## config.mk

```make
export PLATFORM = sky130hd
export DESIGN_NAME = vtc_device_flat
export DESIGN_NICKNAME = d
export VERILOG_FILES = /design/src/logic/vtc_pkg.sv /design/src/logic/vtc_link_if.sv /design/src/logic/vtc_device.sv /design/src/flat_wrapper.sv
export SDC_FILE = /design/constraint.sdc
export NUM_CORES = 1
export LEC_CHECK = 0
export BUFFER_PORTS_ARGS = -buffer_cell sky130_fd_sc_hd__buf_2
export CORE_UTILIZATION = 40
export CTS_CLUSTER_SIZE = 16
export DETAILED_ROUTE_END_ITERATION = 6
export SYNTH_ARGS = -nofsm -noshare
export SYNTH_HDL_FRONTEND = slang
export SYNTH_SLANG_ARGS = --single-unit
```

## constraint.sdc

```tcl
create_clock -name clk -period 4.4 [get_ports clk]
set_input_delay 0.88 -clock clk [delete_from_list [all_inputs] [get_ports clk]]
set_output_delay 0.88 -clock clk [all_outputs]
set_load 0.05 [all_outputs]
```

## src/logic/vtc_pkg.sv

```systemverilog
package vtc_pkg;
  // Command wrapper layout, byte offsets within the 31-byte wrapper.
  localparam int          CBW_BYTES      = 31;
  localparam int          LEN_OFS        = 8;
  localparam int          FLAG_OFS       = 12;
  localparam int          CBLEN_OFS      = 14;
  localparam int          CB_OFS         = 15;
  localparam int          DIR_BIT        = 7;
  localparam logic [31:0] CBW_SIGNATURE  = 32'h43425355;
  localparam logic [7:0]  CB_LENGTH      = 8'h10;
  // Vendor command block contents.
  localparam logic [7:0]  CFG_DESIG_ADDR = 8'h04;
  localparam logic [7:0]  DESIG_DEFAULT  = 8'h24;
  localparam logic [7:0]  SUB_CONFIG     = 8'h26;
  localparam logic [7:0]  SUB_PIN_TEST   = 8'h27;
  localparam logic [7:0]  SRC_EEPROM     = 8'h02;
  localparam logic [31:0] CFG_MAX_LEN    = 32'h0000_00FF;
  localparam logic [31:0] TEST_BYTES     = 32'h0000_0004;
  // Pin test data byte 1 fields.
  localparam int          TB1_DD_DRIVE   = 7;
  localparam int          TB1_MODE_SEL   = 6;
  // Status byte that closes every command.
  localparam logic [7:0]  ST_PASS        = 8'h00;
  localparam logic [7:0]  ST_FAIL        = 8'h01;
  // Host controller registers on APB.
  localparam logic [7:0]  A_CTRL         = 8'h00;
  localparam logic [7:0]  A_LEN          = 8'h04;
  localparam logic [7:0]  A_TXWORD       = 8'h08;
  localparam logic [7:0]  A_RXWORD       = 8'h0C;
  localparam logic [7:0]  A_STATUS       = 8'h10;
  localparam int          CTRL_GO        = 0;
  localparam int          CTRL_DIR_IN    = 1;
  localparam int          CTRL_TEST      = 2;
  localparam int          ST_DONE        = 0;
  localparam int          ST_PASSED      = 1;
  localparam int          ST_REFUSED     = 2;

  typedef enum logic [4:0] {
    VTC_D_CBW  = 5'b00001,
    VTC_D_DEC  = 5'b00010,
    VTC_D_DOUT = 5'b00100,
    VTC_D_DIN  = 5'b01000,
    VTC_D_STAT = 5'b10000
  } vtc_dev_state_t;

  typedef enum logic [4:0] {
    VTC_H_IDLE = 5'b00001,
    VTC_H_CBW  = 5'b00010,
    VTC_H_DOUT = 5'b00100,
    VTC_H_DIN  = 5'b01000,
    VTC_H_STAT = 5'b10000
  } vtc_host_state_t;
endpackage

```

## src/logic/vtc_link_if.sv

```systemverilog
`timescale 1ns/1ps
interface vtc_link_if;
  logic       h2d_valid;
  logic [7:0] h2d_data;
  logic       h2d_ready;
  logic       d2h_valid;
  logic [7:0] d2h_data;
  logic       d2h_ready;
  modport dev (input h2d_valid, h2d_data, d2h_ready,
               output h2d_ready, d2h_valid, d2h_data);
  modport hst (output h2d_valid, h2d_data, d2h_ready,
               input h2d_ready, d2h_valid, d2h_data);
endinterface

```

## src/logic/vtc_device.sv

```systemverilog
// What this block does
// - Byte 0 must match configured vendor designator.
// - Subcommand 0x26 selects EEPROM load or read.
// - Config byte 2 zero, byte 3 0x02; only byte 3 is checked.
// - Config start address is 0x0000.
// - Config bytes 6 to 15 are zero; not checked.
// - EEPROM transfer never exceeds 255 bytes.
// - Data length from wrapper bytes 8-11.
// - Direction from wrapper byte 12 bit 7.
// - Subcommand 0x27 marks a pin test command.
// - Test block bytes 2 to 15 are zero; not checked.
// - Test load enters manufacturing test mode.
// - Test mode: pins follow loaded test data.
// - Test load applies only bytes 0 to 3.
// - Only hard reset leaves test mode.
// - Test read returns a pin snapshot.
// - Test read: only bytes 0-3 meaningful.
// - Byte 1 bit 7 drives or floats data.
// - Byte 1 bit 6 reads mode select.
// - EEPROM sits at I2C address 2 or 4.
// - Reset line low at power-up: board test.
// - Bad EEPROM signature: board test mode.
// - Designator comes from config byte 0x04; not read, taken from the vendor_command_designator input.
//
// The APB register port and the register offsets are this design's own decisions.
`timescale 1ns/1ps
module vtc_device
  import vtc_pkg::*;
#(
  parameter logic [2:0] EEPROM_PHYS_ADDR = 3'h2
) (
  // Clock and reset
  input  wire logic        clk,
  input  wire logic        arst_n,
  input  wire logic        ce,
  // Link to the host
  vtc_link_if.dev          link,
  // Boot configuration
  input  wire logic [7:0]  vendor_command_designator,
  input  wire logic        eeprom_signature_bad,
  // EEPROM byte port
  output logic      [2:0]  eep_dev_addr,
  output logic      [7:0]  eep_addr,
  output logic      [7:0]  eep_wdata,
  output logic             eep_wr,
  output logic             eep_rd,
  input  wire logic [7:0]  eep_rdata,
  // Normal bridge drive, in pin test byte layout
  input  wire logic [7:0]  norm_b0,
  input  wire logic [7:0]  norm_b1,
  input  wire logic [15:0] norm_dd,
  input  wire logic        norm_dd_oe,
  // ATA pin drive
  output logic             ata_device_reset_n_out,
  output logic      [1:0]  cs_n_out,
  output logic             drive_power_valid_out,
  output logic      [1:0]  da_out,
  output logic             dmack_n_out,
  output logic             dior_n_out,
  output logic             diow_n_out,
  output logic      [15:0] dd_out,
  output logic             dd_oe,
  // ATA pin sense
  input  wire logic        ata_device_reset_n_in,
  input  wire logic        da2_in,
  input  wire logic [1:0]  cs_n_in,
  input  wire logic        drive_power_valid_in,
  input  wire logic [1:0]  da_in,
  input  wire logic        intrq_in,
  input  wire logic        ata_bus_power_enable_in,
  input  wire logic        dmarq_in,
  input  wire logic        iordy_in,
  input  wire logic        dmack_n_in,
  input  wire logic        dior_n_in,
  input  wire logic        diow_n_in,
  input  wire logic [15:0] dd_in,
  // Mode status
  output logic             board_test_mode,
  output logic             pin_test_mode
);
  generate
    if (EEPROM_PHYS_ADDR != 3'h2 && EEPROM_PHYS_ADDR != 3'h4) begin : g_chk
      $error("EEPROM_PHYS_ADDR must be 2 or 4");
    end
  endgenerate

  vtc_dev_state_t state_reg;
  vtc_dev_state_t state_next;
  logic [7:0]     cbw_reg [CBW_BYTES];
  logic [4:0]     idx_reg;
  logic [31:0]    cnt_reg;
  logic [31:0]    len;
  logic           dir_in;
  logic           boot_done_reg;
  logic           ok_reg;
  logic           is_cfg_reg;
  logic           rd_wait_reg;
  logic [7:0]     tst_reg  [4];
  logic [7:0]     snap_reg [4];
  logic           h2d_ready_reg;
  logic           d2h_valid_reg;
  logic [7:0]     d2h_data_reg;
  logic           h2d_take;
  logic           d2h_take;
  logic           last;

  assign link.h2d_ready = h2d_ready_reg;
  assign link.d2h_valid = d2h_valid_reg;
  assign link.d2h_data  = d2h_data_reg;
  assign h2d_take = link.h2d_valid && h2d_ready_reg;
  assign d2h_take = d2h_valid_reg && link.d2h_ready;
  assign len    = {cbw_reg[LEN_OFS+3], cbw_reg[LEN_OFS+2],
                   cbw_reg[LEN_OFS+1], cbw_reg[LEN_OFS]};
  assign dir_in = cbw_reg[FLAG_OFS][DIR_BIT];
  assign last   = (cnt_reg == len - 32'h0000_0001);
  assign eep_dev_addr = EEPROM_PHYS_ADDR;

  // The strap is caught one edge after reset release, never by the reset.
  always_ff @(posedge clk or negedge arst_n) begin
    if (!arst_n) begin
      boot_done_reg   <= 1'b0;
      board_test_mode <= 1'b0;
    end else if (ce && !boot_done_reg) begin
      boot_done_reg   <= 1'b1;
      board_test_mode <= !ata_device_reset_n_in
                         || eeprom_signature_bad;
    end
  end

  always_comb begin
    state_next = state_reg;
    case (state_reg)
      VTC_D_CBW:
        if (h2d_take && idx_reg == 5'(CBW_BYTES - 1)) begin
          state_next = VTC_D_DEC;
        end
      VTC_D_DEC:
        if (len == 32'h0) begin
          state_next = VTC_D_STAT;
        end else if (dir_in) begin
          state_next = VTC_D_DIN;
        end else begin
          state_next = VTC_D_DOUT;
        end
      VTC_D_DOUT:
        if (h2d_take && last) begin
          state_next = VTC_D_STAT;
        end
      VTC_D_DIN:
        if (d2h_take && last) begin
          state_next = VTC_D_STAT;
        end
      VTC_D_STAT:
        if (d2h_take) begin
          state_next = VTC_D_CBW;
        end
      default:
        state_next = VTC_D_CBW;
    endcase
  end

  always_ff @(posedge clk or negedge arst_n) begin
    if (!arst_n) begin
      state_reg     <= VTC_D_CBW;
      h2d_ready_reg <= 1'b0;
    end else if (ce) begin
      state_reg     <= state_next;
      h2d_ready_reg <= boot_done_reg && (state_next == VTC_D_CBW
                                         || state_next == VTC_D_DOUT);
    end
  end

  always_ff @(posedge clk or negedge arst_n) begin
    if (!arst_n) begin
      idx_reg <= 5'h0;
      for (int i = 0; i < CBW_BYTES; i++) begin
        cbw_reg[i] <= 8'h00;
      end
    end else if (ce && state_reg == VTC_D_CBW && h2d_take) begin
      cbw_reg[idx_reg] <= link.h2d_data;
      idx_reg <= (idx_reg == 5'(CBW_BYTES - 1)) ? 5'h0 : idx_reg + 5'h1;
    end
  end

  // Decode. Reserved bytes other than the source selector are not checked.
  always_ff @(posedge clk or negedge arst_n) begin
    if (!arst_n) begin
      ok_reg        <= 1'b0;
      is_cfg_reg    <= 1'b0;
      pin_test_mode <= 1'b0;
      for (int i = 0; i < 4; i++) begin
        snap_reg[i] <= 8'h00;
      end
    end else if (ce && state_reg == VTC_D_DEC) begin
      is_cfg_reg <= (cbw_reg[CB_OFS+1] == SUB_CONFIG);
      ok_reg <= board_test_mode
                && cbw_reg[CB_OFS] == vendor_command_designator
                && ((cbw_reg[CB_OFS+1] == SUB_CONFIG
                     && cbw_reg[CB_OFS+3] == SRC_EEPROM
                     && len <= CFG_MAX_LEN)
                    || cbw_reg[CB_OFS+1] == SUB_PIN_TEST);
      if (board_test_mode && cbw_reg[CB_OFS] == vendor_command_designator
          && cbw_reg[CB_OFS+1] == SUB_PIN_TEST) begin
        if (!dir_in) begin
          pin_test_mode <= 1'b1;
        end else begin
          snap_reg[0] <= {ata_device_reset_n_in, da2_in, cs_n_in,
                          drive_power_valid_in, da_in, intrq_in};
          snap_reg[1] <= {1'b0, board_test_mode,
                          ata_bus_power_enable_in, dmarq_in, iordy_in,
                          dmack_n_in, dior_n_in, diow_n_in};
          snap_reg[2] <= dd_in[7:0];
          snap_reg[3] <= dd_in[15:8];
        end
      end
    end
  end

  // Data phase counter and payload handling.
  always_ff @(posedge clk or negedge arst_n) begin
    if (!arst_n) begin
      cnt_reg     <= 32'h0;
      rd_wait_reg <= 1'b0;
      eep_wr      <= 1'b0;
      eep_rd      <= 1'b0;
      eep_addr    <= 8'h00;
      eep_wdata   <= 8'h00;
      d2h_valid_reg <= 1'b0;
      d2h_data_reg  <= 8'h00;
      for (int i = 0; i < 4; i++) begin
        tst_reg[i] <= 8'h00;
      end
    end else if (ce) begin
      eep_wr <= 1'b0;
      eep_rd <= 1'b0;
      if (state_reg == VTC_D_DEC) begin
        cnt_reg <= 32'h0;
      end
      if (state_reg == VTC_D_DOUT && h2d_take) begin
        cnt_reg <= cnt_reg + 32'h1;
        if (ok_reg && is_cfg_reg) begin
          eep_wr    <= 1'b1;
          eep_addr  <= cnt_reg[7:0];
          eep_wdata <= link.h2d_data;
        end else if (ok_reg && cnt_reg < TEST_BYTES) begin
          tst_reg[cnt_reg[1:0]] <= link.h2d_data;
        end
      end
      if (state_reg == VTC_D_DIN) begin
        if (d2h_take) begin
          d2h_valid_reg <= 1'b0;
          cnt_reg <= cnt_reg + 32'h1;
        end else if (!d2h_valid_reg && !rd_wait_reg) begin
          rd_wait_reg <= 1'b1;
          eep_rd      <= ok_reg && is_cfg_reg;
          eep_addr    <= cnt_reg[7:0];
        end else if (rd_wait_reg) begin
          rd_wait_reg   <= 1'b0;
          d2h_valid_reg <= 1'b1;
          if (!ok_reg) begin
            d2h_data_reg <= 8'h00;
          end else if (is_cfg_reg) begin
            d2h_data_reg <= eep_rdata;
          end else if (cnt_reg < TEST_BYTES) begin
            d2h_data_reg <= snap_reg[cnt_reg[1:0]];
          end else begin
            d2h_data_reg <= 8'h00;
          end
        end
      end
      if (state_reg == VTC_D_STAT) begin
        if (d2h_take) begin
          d2h_valid_reg <= 1'b0;
        end else begin
          d2h_valid_reg <= 1'b1;
          d2h_data_reg  <= ok_reg ? ST_PASS : ST_FAIL;
        end
      end
    end
  end

  // Pin drive: loaded test data replaces normal drive in test mode.
  always_ff @(posedge clk or negedge arst_n) begin
    if (!arst_n) begin
      ata_device_reset_n_out <= 1'b1;
      cs_n_out               <= 2'h3;
      drive_power_valid_out  <= 1'b0;
      da_out                 <= 2'h0;
      dmack_n_out            <= 1'b1;
      dior_n_out             <= 1'b1;
      diow_n_out             <= 1'b1;
      dd_out                 <= 16'h0000;
      dd_oe                  <= 1'b0;
    end else if (ce) begin
      if (pin_test_mode) begin
        ata_device_reset_n_out <= tst_reg[0][7];
        cs_n_out               <= tst_reg[0][5:4];
        drive_power_valid_out  <= tst_reg[0][3];
        da_out                 <= tst_reg[0][2:1];
        dmack_n_out            <= tst_reg[1][2];
        dior_n_out             <= tst_reg[1][1];
        diow_n_out             <= tst_reg[1][0];
        dd_out                 <= {tst_reg[3], tst_reg[2]};
        dd_oe                  <= tst_reg[1][TB1_DD_DRIVE];
      end else begin
        ata_device_reset_n_out <= norm_b0[7];
        cs_n_out               <= norm_b0[5:4];
        drive_power_valid_out  <= norm_b0[3];
        da_out                 <= norm_b0[2:1];
        dmack_n_out            <= norm_b1[2];
        dior_n_out             <= norm_b1[1];
        diow_n_out             <= norm_b1[0];
        dd_out                 <= norm_dd;
        dd_oe                  <= norm_dd_oe;
      end
    end
  end
endmodule

```

## src/flat_wrapper.sv

```systemverilog
// flat-port wrapper written by rule: the top's interface ports become plain ports
module vtc_device_flat import vtc_pkg::*;
#(
  parameter logic [2:0] EEPROM_PHYS_ADDR = 3'h2
)
  (clk, arst_n, ce, vendor_command_designator, eeprom_signature_bad, eep_dev_addr, eep_addr, eep_wdata, eep_wr, eep_rd, eep_rdata, norm_b0, norm_b1, norm_dd, norm_dd_oe, ata_device_reset_n_out, cs_n_out, drive_power_valid_out, da_out, dmack_n_out, dior_n_out, diow_n_out, dd_out, dd_oe, ata_device_reset_n_in, da2_in, cs_n_in, drive_power_valid_in, da_in, intrq_in, ata_bus_power_enable_in, dmarq_in, iordy_in, dmack_n_in, dior_n_in, diow_n_in, dd_in, board_test_mode, pin_test_mode, link_h2d_valid, link_h2d_data, link_d2h_ready, link_h2d_ready, link_d2h_valid, link_d2h_data);
  vtc_link_if link_i ();
  input  wire logic clk;
  input  wire logic arst_n;
  input  wire logic ce;
  input  wire logic [7:0] vendor_command_designator;
  input  wire logic eeprom_signature_bad;
  output logic      [2:0] eep_dev_addr;
  output logic      [7:0] eep_addr;
  output logic      [7:0] eep_wdata;
  output logic eep_wr;
  output logic eep_rd;
  input  wire logic [7:0] eep_rdata;
  input  wire logic [7:0] norm_b0;
  input  wire logic [7:0] norm_b1;
  input  wire logic [15:0] norm_dd;
  input  wire logic norm_dd_oe;
  output logic ata_device_reset_n_out;
  output logic      [1:0] cs_n_out;
  output logic drive_power_valid_out;
  output logic      [1:0] da_out;
  output logic dmack_n_out;
  output logic dior_n_out;
  output logic diow_n_out;
  output logic      [15:0] dd_out;
  output logic dd_oe;
  input  wire logic ata_device_reset_n_in;
  input  wire logic da2_in;
  input  wire logic [1:0] cs_n_in;
  input  wire logic drive_power_valid_in;
  input  wire logic [1:0] da_in;
  input  wire logic intrq_in;
  input  wire logic ata_bus_power_enable_in;
  input  wire logic dmarq_in;
  input  wire logic iordy_in;
  input  wire logic dmack_n_in;
  input  wire logic dior_n_in;
  input  wire logic diow_n_in;
  input  wire logic [15:0] dd_in;
  output logic board_test_mode;
  output logic pin_test_mode;
  input wire logic [$bits(link_i.h2d_valid)-1:0] link_h2d_valid;
  input wire logic [$bits(link_i.h2d_data)-1:0] link_h2d_data;
  input wire logic [$bits(link_i.d2h_ready)-1:0] link_d2h_ready;
  output wire logic [$bits(link_i.h2d_ready)-1:0] link_h2d_ready;
  output wire logic [$bits(link_i.d2h_valid)-1:0] link_d2h_valid;
  output wire logic [$bits(link_i.d2h_data)-1:0] link_d2h_data;
  assign link_i.h2d_valid = link_h2d_valid;
  assign link_i.h2d_data = link_h2d_data;
  assign link_i.d2h_ready = link_d2h_ready;
  assign link_h2d_ready = link_i.h2d_ready;
  assign link_d2h_valid = link_i.d2h_valid;
  assign link_d2h_data = link_i.d2h_data;
  vtc_device #(.EEPROM_PHYS_ADDR(EEPROM_PHYS_ADDR)) u_core (.clk(clk), .arst_n(arst_n), .ce(ce), .link(link_i), .vendor_command_designator(vendor_command_designator), .eeprom_signature_bad(eeprom_signature_bad), .eep_dev_addr(eep_dev_addr), .eep_addr(eep_addr), .eep_wdata(eep_wdata), .eep_wr(eep_wr), .eep_rd(eep_rd), .eep_rdata(eep_rdata), .norm_b0(norm_b0), .norm_b1(norm_b1), .norm_dd(norm_dd), .norm_dd_oe(norm_dd_oe), .ata_device_reset_n_out(ata_device_reset_n_out), .cs_n_out(cs_n_out), .drive_power_valid_out(drive_power_valid_out), .da_out(da_out), .dmack_n_out(dmack_n_out), .dior_n_out(dior_n_out), .diow_n_out(diow_n_out), .dd_out(dd_out), .dd_oe(dd_oe), .ata_device_reset_n_in(ata_device_reset_n_in), .da2_in(da2_in), .cs_n_in(cs_n_in), .drive_power_valid_in(drive_power_valid_in), .da_in(da_in), .intrq_in(intrq_in), .ata_bus_power_enable_in(ata_bus_power_enable_in), .dmarq_in(dmarq_in), .iordy_in(iordy_in), .dmack_n_in(dmack_n_in), .dior_n_in(dior_n_in), .diow_n_in(diow_n_in), .dd_in(dd_in), .board_test_mode(board_test_mode), .pin_test_mode(pin_test_mode));
endmodule
```

# --- Word level (Yosys, flattened, before mapping) ---
# Cells that the tools add are included.
op_classes:
  order_cmp: 6
  mux: 57
  bitwise: 5
  n_eq_ne: 14
  add_sub_neg: 3
  reduce_logical: 37
op_table:
  columns: ["op", "n"]
  rows:
  - ["248-bit bitwise mux", 1]
  - ["8-bit two-way mux", 18]
  - ["32-bit two-way mux", 4]
  - ["8-bit demux with 5-bit select", 1]
  - ["32-bit by 1-bit adder with 32-bit output (second input constant)", 1]
  - ["32-bit bitwise mux", 1]
  - ["32-bit equality test", 1]
  - ["32-bit by 8-bit less-or-equal comparator with 1-bit output (second input constant)", 1]
  - ["32-bit logical NOT", 1]
  - ["32-bit by 3-bit less-than comparator with 1-bit output (second input constant)", 1]
  - ["32-bit by 1-bit subtractor with 32-bit output (second input constant)", 1]
  - ["5-bit two-way mux", 6]
  - ["5-bit case mux with 5 select lines", 1]
  - ["1-bit logical AND", 21]
  - ["1-bit two-way mux", 19]
  - ["8-bit binary-select mux with 2-bit select", 1]
  - ["8-bit demux with 2-bit select", 1]
  - ["8-bit by 6-bit equality test with 1-bit output (second input constant)", 2]
  - ["16-bit two-way mux", 1]
  - ["3-bit AND reduction", 4]
  - ["5-bit by 1-bit equality test with 1-bit output (second input constant)", 2]
  - ["5-bit by 3-bit equality test with 1-bit output (second input constant)", 2]
  - ["5-bit equality test (second input constant)", 2]
  - ["8-bit by 2-bit equality test with 1-bit output (second input constant)", 1]
  - ["other kinds (19)", 28]
word_totals:
  in_bits: 93
  output_inout_bits: 59
  ff_bits: 413
  word_cells: 186

# --- Logic depth before layout (Yosys ltp) ---
# Gate-level depths: netlist (run 1).
depth:
  ltp_word: 13
  ltp_mapped: 12
  ltp_nobuf: 10

# --- Worst setup path before layout (run 1) ---
# OpenSTA, ideal clock, no wires.
synth_path:
  path_type: "reg-to-reg"
  start: "register u_core.cbw_reg[176] (netlist bit)"
  end: "register u_core.h2d_ready_reg, in the netlist u_core.link.h2d_ready"
  arrival_ps: 2652
  slack_ps: 1645
  period_less_slack_ps: 2755
  setup_time_ps: 104
  path_stages_with_launch: 12
  cell_sequence: "dfrtp_1 buf_6 inv_1 ha_1 nor3b_1 nand4_1 a2111o_1 a2111o_1 nor4_1 nand4_1 a2bb2oi_1 o41ai_2"
synth_via:
  elab_chain_cells: 8
synth_lines:
  columns: ["element", "line_no", "text"]
  rows:
  - ["start: declaration", "vtc_device.sv:89", "logic [7:0] cbw_reg [CBW_BYTES];"]
  - ["start signal: indexed assignment", "vtc_device.sv:180", "cbw_reg[idx_reg] <= link.h2d_data;"]
  - ["32-bit by 1-bit subtractor with 32-bit output", "vtc_device.sv:115", "assign last = (cnt_reg == len - 32'h0000_0001);"]
  - ["32-bit equality test", "vtc_device.sv:115", null]
  - ["1-bit logical AND (on tied branches)", "vtc_device.sv:150, vtc_device.sv:146", null]
  - ["5-bit two-way mux (on tied branches)", "vtc_device.sv:150, vtc_device.sv:146", null]
  - ["5-bit case mux with 5 select lines (*)", "vtc_device.sv:132", "case (state_reg)"]
  - ["5-bit by 1-bit equality test with 1-bit output or 5-bit by 3-bit equality test with 1-bit output (tied branches)", "vtc_device.sv:168, vtc_device.sv:169", null]
  - ["1-bit logical OR (*)", "vtc_device.sv:169", "|| state_next == VTC_D_DOUT);"]
  - ["1-bit logical AND (*)", "vtc_device.sv:168", "h2d_ready_reg <= boot_done_reg && (state_next == VTC_D_CBW"]
  - ["end signal: assignment", "vtc_device.sv:168", null]
  - ["end: declaration", "vtc_device.sv:100", "logic h2d_ready_reg;"]
# Mark *: on every way between the ends. The rest lies on a longest branch, timed or not.
# A chain may end at the register's enable or synchronous reset.

# --- Worst setup path after layout (run 1) ---
# Same ends and word-level chain as after synthesis.

==> impl_metrics.json, run 1 <==
{
  "status": "finished clean",
  "worst_hold_path_type": "in -> async",
  "drt_first_pass_iters": 5,
  "grt_pass1_wl_um": 47900,
  "rsz0062_at_grt": "no",
  "viasPerCell": 5.50,
  "ctsHoldBuffers": 0,
  "initial_utilization_pct": 40.6,
  "clk_pin_slew_ns": 0.06,
  "cts_sinks": 216,
  "postCtsSetupBuffers": 0,
  "clk_latency_ns": 0.54,
  "power_per_cell_area_nw_per_um2": 376,
  "yosys-top-cells-count": "209 x dfrtp_1, 130 x mux2_2, 86 x nand2_1, 68 x nor2_1, 62 x o21ai_0",
  "wl_um": 29600,
  "die_y_um": 170,
  "crit_path_start_kind": "register",
  "crit_end": "u_core.link.h2d_ready",
  "path_max_fanout": 7,
  "synth-seq-cells": 216,
  "drv_slew": 0,
  "synthArstFlopShare_pct": 100,
  "htreeDepth": 1,
  "netlist_top_cells_area": "dfrtp_1 46%, mux2_2 13%, mux2i_1 2.9%",
  "cts_buffers": 25,
  "slew_headroom_pct": 31.8,
  "fmax_mhz": 286,
  "critPathTopFamily": "simple AND/OR/NAND/NOR gates",
  "synth_area_per_cell_um2": 10.8,
  "fin_crit_ns": 3.49,
  "ys_warn_count": 0,
  "finalCritPeriodShare_pct": 79.3,
  "drc": 0,
  "arrival_ns": 3.93,
  "ant_nets": 0,
  "synth_top_area_share_pct": 46.3,
  "required_ns": 4.84,
  "p_leak_nw": 6.15,
  "critPathBufInv": 1,
  "syn_inst": 1041,
  "drv_cap": 0,
  "tns_ns": 0,
  "die_w_um": 170,
  "clockBufferDepth": 3,
  "cp_slowest_stage_delay_ns": 0.54,
  "rrSetupSlack_ns": 0.91,
  "wire_per_inst_um": 19.1,
  "cts_resized": 0,
  "port_buffers": 141,
  "tightestPinTransition_ns": 1.01,
  "yosysMostFrequentCell": "dfrtp_1",
  "dp_hpwl_um": 20800,
  "drtIter0Drc": 618,
  "fp.coreArea_um2": 27800,
  "final_area_um2": 13000,
  "antenna_found_initial": 0,
  "nets": 1258,
  "setup_viol": 0,
  "ir_drop_mv": 0.276,
  "place_congestion": 0.894,
  "io_pins": 152,
  "r2r_start": "u_core.cbw_reg[176]",
  "cp-end-kind": "register",
  "cts-root-buf": "clkbuf_16",
  "grt_pass1_vias": 8559,
  "fillers": 2634,
  "area_delta_synth_final_pct": 15.6,
  "crit_start": "u_core.cbw_reg[176]",
  "synth.distinct_cells": 81,
  "cp_num_cells": 10,
  "fin_skew_ns": 0.0105,
  "grt_max_degree": 99,
  "synth_area_um2": 11300,
  "grt-ovfl-total": 0,
  "placed_cell_area_um2": 12200,
  "reg2reg_to": "u_core.link.h2d_ready",
  "yosysSeqAreaShare_pct": 48.0,
  "vias": 8529,
  "grt_util_all_layers_pct": 21.2,
  "n_antenna_cell": 0,
  "critPathSlowestCell": "nor4_1",
  "reg2reg_depth": 10,
  "rows": 61,
  "largest_reg_flops": 57,
  "tritoncts": "yes",
  "crit_chain": "inv_1 > ha_1 > nor3b_1 > nand2_1 > nor4_1 > o31ai_1 > a211oi_1 > nand4_1 > a2bb2oi_1 > o41ai_2",
  "hold_viol_final": 0,
  "yosysTopAreaCell": "dfrtp_1",
  "die-area_um2": 28900,
  "ys.flop_type": "dfrtp_1",
  "synth_edf_count": 0,
  "path_class": "reg -> reg",
  "drive_gt1_share_pct": 31.8
}
metal layers:
metal	track usage, %	wire length, µm	vias up
met2	34.3	13800	213
met5	0	0	-
met3	4.53	1740	47
met4	5.33	658	0
met1	28.7	13500	4259
li1	-	-	4010
worst min path at each step:
stage / end / start / slack [ns]
2_1_floorplan: u_core.snap_reg[22] / u_core.snap_reg[22] / 0.43
3_3_place_gp: u_core.snap_reg[22] / u_core.snap_reg[22] / 0.45
3_5_place_dp: u_core.snap_reg[22] / u_core.snap_reg[22] / 0.45
4_1_cts: u_core.eep_addr[5] / arst_n / 0.40
5_1_grt: u_core.dd_out[3] / arst_n / 0.45
6_report: u_core.dd_out[1] / arst_n / 0.38
logic make-up (layout without fill, tap and decap cells):
kind of cell,Yosys count,after routing,synth area share (%)
AO/OA/AOI/OAI,177,177,9.90
XOR/XNOR,48,48,3.72
adder cells (fa/ha/maj),9,9,0.998
buffers and inverters,88,220,4.11
flip-flops,216,216,48.0
multiplexers,170,170,17.3
other,2,3,0.0665
AND/OR/NAND/NOR,331,331,15.9
layout by cell type (no fill, tap or decap), types with 5 or more instances in the layout:
master	instances
nand4_1	20
inv_1	18
buf_4	14
nor4_1	21
a22o_1	5
a21oi_1	42
or3_1	9
xnor2_1	33
nor3_1	25
clkbuf_1	5
mux2_2	130
xor2_1	15
o31ai_1	9
o21ai_0	61
and3_1	9
mux2i_1	33
and2_1	5
nand2_1	86
a22oi_1	9
nor4b_1	6
clkinv_2	5
nand3_1	29
and4_1	9
clkbuf_8	5
mux4_2	7
nor4_2	5
ha_1	9
clkbuf_16	25
a31oi_1	8
nor2_1	68
dfrtp_1	209
buf_2	140
dfstp_2	7
report_power, final:
group / internal [mW] / leakage [nW] / switching (mW)
combinational: 0.215 / 2.83 / 0.455
clock: 1.25 / 0.408 / 0.857
sequential: 2.05 / 2.91 / 0.0696
total: 3.52 / 6.15 / 1.38
metrics by stage:
stage               power [mW]  std cells  util, %  hold WS, ns  setup WS, ns
floorplan                 2.59       1042        -        0.429          1.64
global placement          2.82       1507     44.0        0.452          1.08
detailed placement        2.83       1507     44.0        0.451          1.07
CTS                       4.95       1552     47.0        0.405          1.01
global route              5.10       1552     47.0        0.451         0.767
finish                    4.90       1552     47.0        0.383         0.909
final cells by class:
class	count	area [µm²]	share of cell area, %
multi-input cells	738	5420	41.5
clock buffers	35	713	5.47
flip-flops and latches	216	5410	41.5
repair buffers	156	841	6.44
well taps	378	473	3.62
inverters	19	71.3	0.547
clock inverters	10	120	0.921
(Power assumes the default switching activity.)
==> inputs of run 2 (changes only) <==
Clock period 4.4 ns to 3.6 ns, I/O delays scaled along.
==> run 2 against run 1 <==
- via count down 0.28%
- sequential share of layout area down 0.24 points
- maximum frequency up 7.4%
- clock skew down 0.00056 ns
- final cell count up 0.32%
- sequential power up 23%
- setup slack worse by 0.56 ns
- critical endpoint unchanged
==> impl_metrics.json, run 2 (same netlist as run 1, synthesis figures left out) <==
{
  "placed_cell_area_um2": 12300,
  "cts_sinks": 216,
  "vias": 8505,
  "layout_common_cells": "209 x dfrtp_1, 140 x buf_2, 130 x mux2_2, 86 x nand2_1, 68 x nor2_1",
  "drv_cap": 0,
  "cp-end-kind": "register",
  "final_area_um2": 13100,
  "grt-ovfl-total": 0,
  "drtIter0Drc": 582,
  "hold_viol_final": 0,
  "fillers": 2630,
  "required_ns": 4.04,
  "ant_nets": 0,
  "reg2reg_to": "u_core.link.h2d_ready",
  "status": "finished clean",
  "io_pins": 152,
  "grt_pass1_wl_um": 47700,
  "postCtsSetupBuffers": 0,
  "slew_headroom_pct": 32.6,
  "worst_hold_path_type": "in -> async",
  "tritoncts": "yes",
  "path_max_fanout": 7,
  "p_leak_nw": 6.20,
  "wl_um": 29300,
  "rrSetupSlack_ns": 0.35,
  "power_per_cell_area_nw_per_um2": 461,
  "tns_ns": 0,
  "grt_pass1_vias": 8595,
  "antenna_found_initial": 1,
  "viasPerCell": 5.46,
  "cts_buffers": 25,
  "clk_pin_slew_ns": 0.06,
  "drt_first_pass_iters": 5,
  "place_congestion": 0.928,
  "wire_per_inst_um": 18.8,
  "die_w_um": 170,
  "final_common_cell": "dfrtp_1",
  "n_antenna_cell": 0,
  "r2r_start": "u_core.cbw_reg[176]",
  "path_class": "reg -> reg",
  "reg2reg_depth": 10,
  "crit_start": "u_core.cbw_reg[176]",
  "die-area_um2": 28900,
  "drive_gt1_share_pct": 32.1,
  "fmax_mhz": 308,
  "cts_resized": 0,
  "crit_path_start_kind": "register",
  "arrival_ns": 3.69,
  "rsz0062_at_grt": "no",
  "tightestPinTransition_ns": 1.00,
  "nets": 1262,
  "cts-root-buf": "clkbuf_16",
  "crit_end": "u_core.link.h2d_ready",
  "dp_hpwl_um": 20600,
  "ctsHoldBuffers": 0,
  "initial_utilization_pct": 40.6,
  "setup_viol": 0,
  "largest_reg_flops": 57,
  "drv_slew": 0,
  "ir_drop_mv": 0.347,
  "port_buffers": 141,
  "die_y_um": 170,
  "grt_max_degree": 78,
  "fin_skew_ns": 0.00989,
  "clk_latency_ns": 0.54,
  "fp.coreArea_um2": 27800,
  "area_delta_synth_final_pct": 16.3,
  "finalCritPeriodShare_pct": 90.3,
  "drc": 0,
  "grt_util_all_layers_pct": 21.1,
  "fin_crit_ns": 3.25,
  "rows": 61,
  "htreeDepth": 1,
  "clockBufferDepth": 3
}
[run 2: cell type report]
cell class	instances	area, µm²	share of cell area, %
clock buffers	35	723	5.51
clock inverters	11	145	1.11
inverters	19	71.3	0.543
multi-input cells	738	5420	41.3
flip-flops and latches	216	5410	41.2
well taps	378	473	3.60
repair buffers	160	883	6.73
[run 2: layer usage]
metal	wire, µm	GRT usage (%)
met4	737	5.91
met2	13600	34.2
met5	17	0
met1	12900	27.6
met3	2010	5.67
[run 2: worst max-delay path: stages, from the launching register on]
cell       delay [ns]
dfrtp_1          0.47
inv_1            0.09
ha_1             0.21
nor3b_1          0.44
nand4_1          0.18
a2111o_1         0.37
a2111o_1         0.36
nor4_1           0.18
nand4_1          0.28
a2bb2oi_1        0.25
o41ai_2          0.32
[run 2: through the flow]
step,std cells,hold WS [ns],power [mW],utilization (%),setup slack [ns]
after floorplan,1042,0.424,3.16,-,0.845
after global placement,1511,0.456,3.44,44.1,0.408
after detailed placement,1511,0.461,3.45,44.1,0.363
after CTS,1557,0.196,6.12,47.2,0.355
after global routing,1557,0.218,6.31,47.2,0.0814
final,1557,0.173,6.06,47.2,0.349
[run 2: worst min-delay path by stage]
stage	startpoint	slack, ns	end	depth (start not counted)
after global placement	u_core.snap_reg[22]	0.46	u_core.snap_reg[22]	1
after floorplan	arst_n	0.42	u_core.board_test_mode	0
after CTS	arst_n	0.20	u_core.cnt_reg[2]	1
after detailed placement	u_core.snap_reg[22]	0.46	u_core.snap_reg[22]	1
after global routing	arst_n	0.22	u_core.da_out[1]	1
final	arst_n	0.17	u_core.da_out[1]	1
[run 2: power by group]
part           total [mW]  internal (mW)  switching [mW]
combinational       0.812          0.263           0.549
clock                2.65           1.62            1.03
sequential           2.60           2.51          0.0872
total                6.06           4.39            1.66
==> inputs of run 3 (changes only) <==
Settings changed: CORE_UTILIZATION 40 to 58, PLACE_DENSITY from default to 0.8.
==> run 3 against run 2 <==
- the run now ends with design-rule violations left
- sequential power is essentially flat
- global-route usage increased by 8.1 points
- hold slack improved by 0.067 ns
- clock skew increased by 0.0087 ns
- design area decreased by 1.9%
- wire length is 2.9% lower
- sequential share of layout area is 0.81 points higher
- via count up 2.0%
- final cell count fell by 7.9%
- count of clock-buffer cells in the layout is 2 lower
- largest cell class unchanged
- largest power group is now registers
==> impl_metrics.json, run 3 (same netlist as run 1, synthesis figures left out) <==
{
  "cp_num_cells": 10,
  "clockBufferDepth": 3,
  "port_buffers": 141,
  "utilization_pct": 68.1,
  "cts-root-buf": "clkbuf_16",
  "drive_gt1_share_pct": 31.8,
  "dp.cells": 1392,
  "cp_slowest_stage_delay_ns": 0.50,
  "critPathBufInv": 1,
  "crit_path_start_kind": "register",
  "ir_drop_mv": 0.366,
  "wl_um": 28400,
  "finalCritPeriodShare_pct": 92.4,
  "grt-ovfl-total": 0,
  "power.share.sequential_pct": 44.9,
  "die_w_um": 142,
  "arrival_ns": 3.77,
  "violations": "design-rule violations",
  "place_congestion": 0.947,
  "path_max_fanout": 7,
  "setup_viol": 0,
  "instances_no_fill": 1434,
  "hold_slack_ns": 0.241,
  "reg2reg_depth": 10,
  "power_switching_mw": 1.62,
  "rows": 50,
  "drv_cap": 0,
  "power.share.clock_pct": 41.1,
  "cts_buffers": 24,
  "antenna_found_initial": 0,
  "drv_slew": 0,
  "internal_power_mw": 4.16,
  "power_per_cell_area_nw_per_um2": 449,
  "rsz0062_at_grt": "no",
  "fp.coreArea_um2": 18900,
  "cp-end-kind": "register",
  "drt_first_pass_iters": 7,
  "area_delta_synth_final_pct": 14.1,
  "initial_utilization_pct": 59.7,
  "grt_util_all_layers_pct": 29.2,
  "final_common_cell": "dfrtp_1",
  "cts_sinks": 216,
  "hold_viol_final": 0,
  "slew_headroom_pct": 34.8,
  "die-area_um2": 20000,
  "drc": 5,
  "viasPerCell": 6.05,
  "crit_chain": "inv_1 > ha_1 > nor3b_1 > nand4_1 > a2111o_1 > a2111o_1 > nor4_1 > nand4_1 > a2bb2oi_1 > o41ai_2",
  "htreeDepth": 1,
  "tightestPinTransition_ns": 0.971,
  "fillers": 1456,
  "switching_share_pct": 28.1,
  "grt_pass1_vias": 8688,
  "wire_per_inst_um": 19.8,
  "comb_power_share_pct": 14.0,
  "worst_hold_path_type": "in -> async",
  "clk_pin_slew_ns": 0.06,
  "ctsHoldBuffers": 0,
  "postCtsSetupBuffers": 0,
  "ant_nets": 0,
  "drtIter0Drc": 502,
  "nets": 1260,
  "grt_pass1_wl_um": 45600,
  "tns_ns": 0,
  "clk_latency_ns": 0.54,
  "grt_max_degree": 79,
  "layout_common_cells": "209 x dfrtp_1, 140 x buf_2, 130 x mux2_2, 86 x nand2_1, 68 x nor2_1",
  "io_pins": 152,
  "cts_resized": 0,
  "tritoncts": "yes",
  "n_antenna_cell": 0,
  "largest_reg_flops": 57,
  "path_class": "reg -> reg",
  "fin_skew_ns": 0.0186,
  "fmax_mhz": 301,
  "required_ns": 4.04,
  "die_y_um": 142,
  "critPathSlowestCell": "nor3b_1",
  "fin_crit_ns": 3.33,
  "status": "finished with violations",
  "p_leak_nw": 6.14,
  "vias": 8675,
  "dp_hpwl_um": 19900,
  "critPathTopFamily": "compound AO/OA/AOI/OAI gates"
}
## run 3: through the flow
stage	area [µm²]	power [mW]	setup WS [ns]
2_1_floorplan	11300	3.16	0.845
4_1_cts	12900	5.82	0.336
3_3_place_gp	12100	3.42	0.387
5_1_grt	12900	6.01	0.106
6_report	12900	5.78	0.273
3_5_place_dp	12100	3.44	0.374
## run 3: area by class of cell
type                            count  area (µm²)  share of cell area [%]
Clock inverter                      9        98.8                   0.768
Tap cell                          260         325                    2.53
Inverter                           19        71.3                   0.554
Timing Repair Buffer              159         875                    6.79
Multi-Input combinational cell    738        5420                    42.1
Sequential cell                   216        5410                    42.1
Clock buffer                       33         674                    5.24
## run 3: path summary, 6_finish.rpt
kind,from,to,slack [ns]
worst max-delay path,u_core.cbw_reg[176],u_core.link.h2d_ready,0.27
max in group asynchronous,arst_n,u_core.state_reg[0],2.52
worst min register to register,u_core.snap_reg[22],u_core.snap_reg[22],0.47
worst min-delay path,arst_n,u_core.tst_reg[26],0.24
worst max register to register,u_core.cbw_reg[176],u_core.link.h2d_ready,0.27
min in group clk,link_d2h_ready,u_core.link.d2h_valid,0.40
## run 3: worst register-to-register path, cell delays in order, from the launching register on
cell and delay, ns:
dfrtp_1 0.47, inv_1 0.10, ha_1 0.24, nor3b_1 0.50, nand4_1 0.20, a2111o_1 0.38, a2111o_1 0.37, nor4_1 0.17
nand4_1 0.25, a2bb2oi_1 0.23, o41ai_2 0.33
## run 3: routing by layer
| metal | GRT usage [%] | share of wire [%] | routed length (µm) |
|---|---|---|---|
| met3 | 6.11 | 5.9 | 1670 |
| met1 | 37.6 | 43 | 12200 |
| met5 | 0 | 0 | 0 |
| met4 | 9.05 | 2.9 | 820 |
| met2 | 49.6 | 48 | 13700 |
## run 3: power by group through the flow
stage	combinational [mW]	sequential (mW)	clock, mW
after floorplan	0.414	2.75	0
after global placement	0.787	2.63	0
after detailed placement	0.804	2.64	0
after CTS	0.810	2.60	2.41
after global routing	0.877	2.61	2.52
final	0.809	2.60	2.38
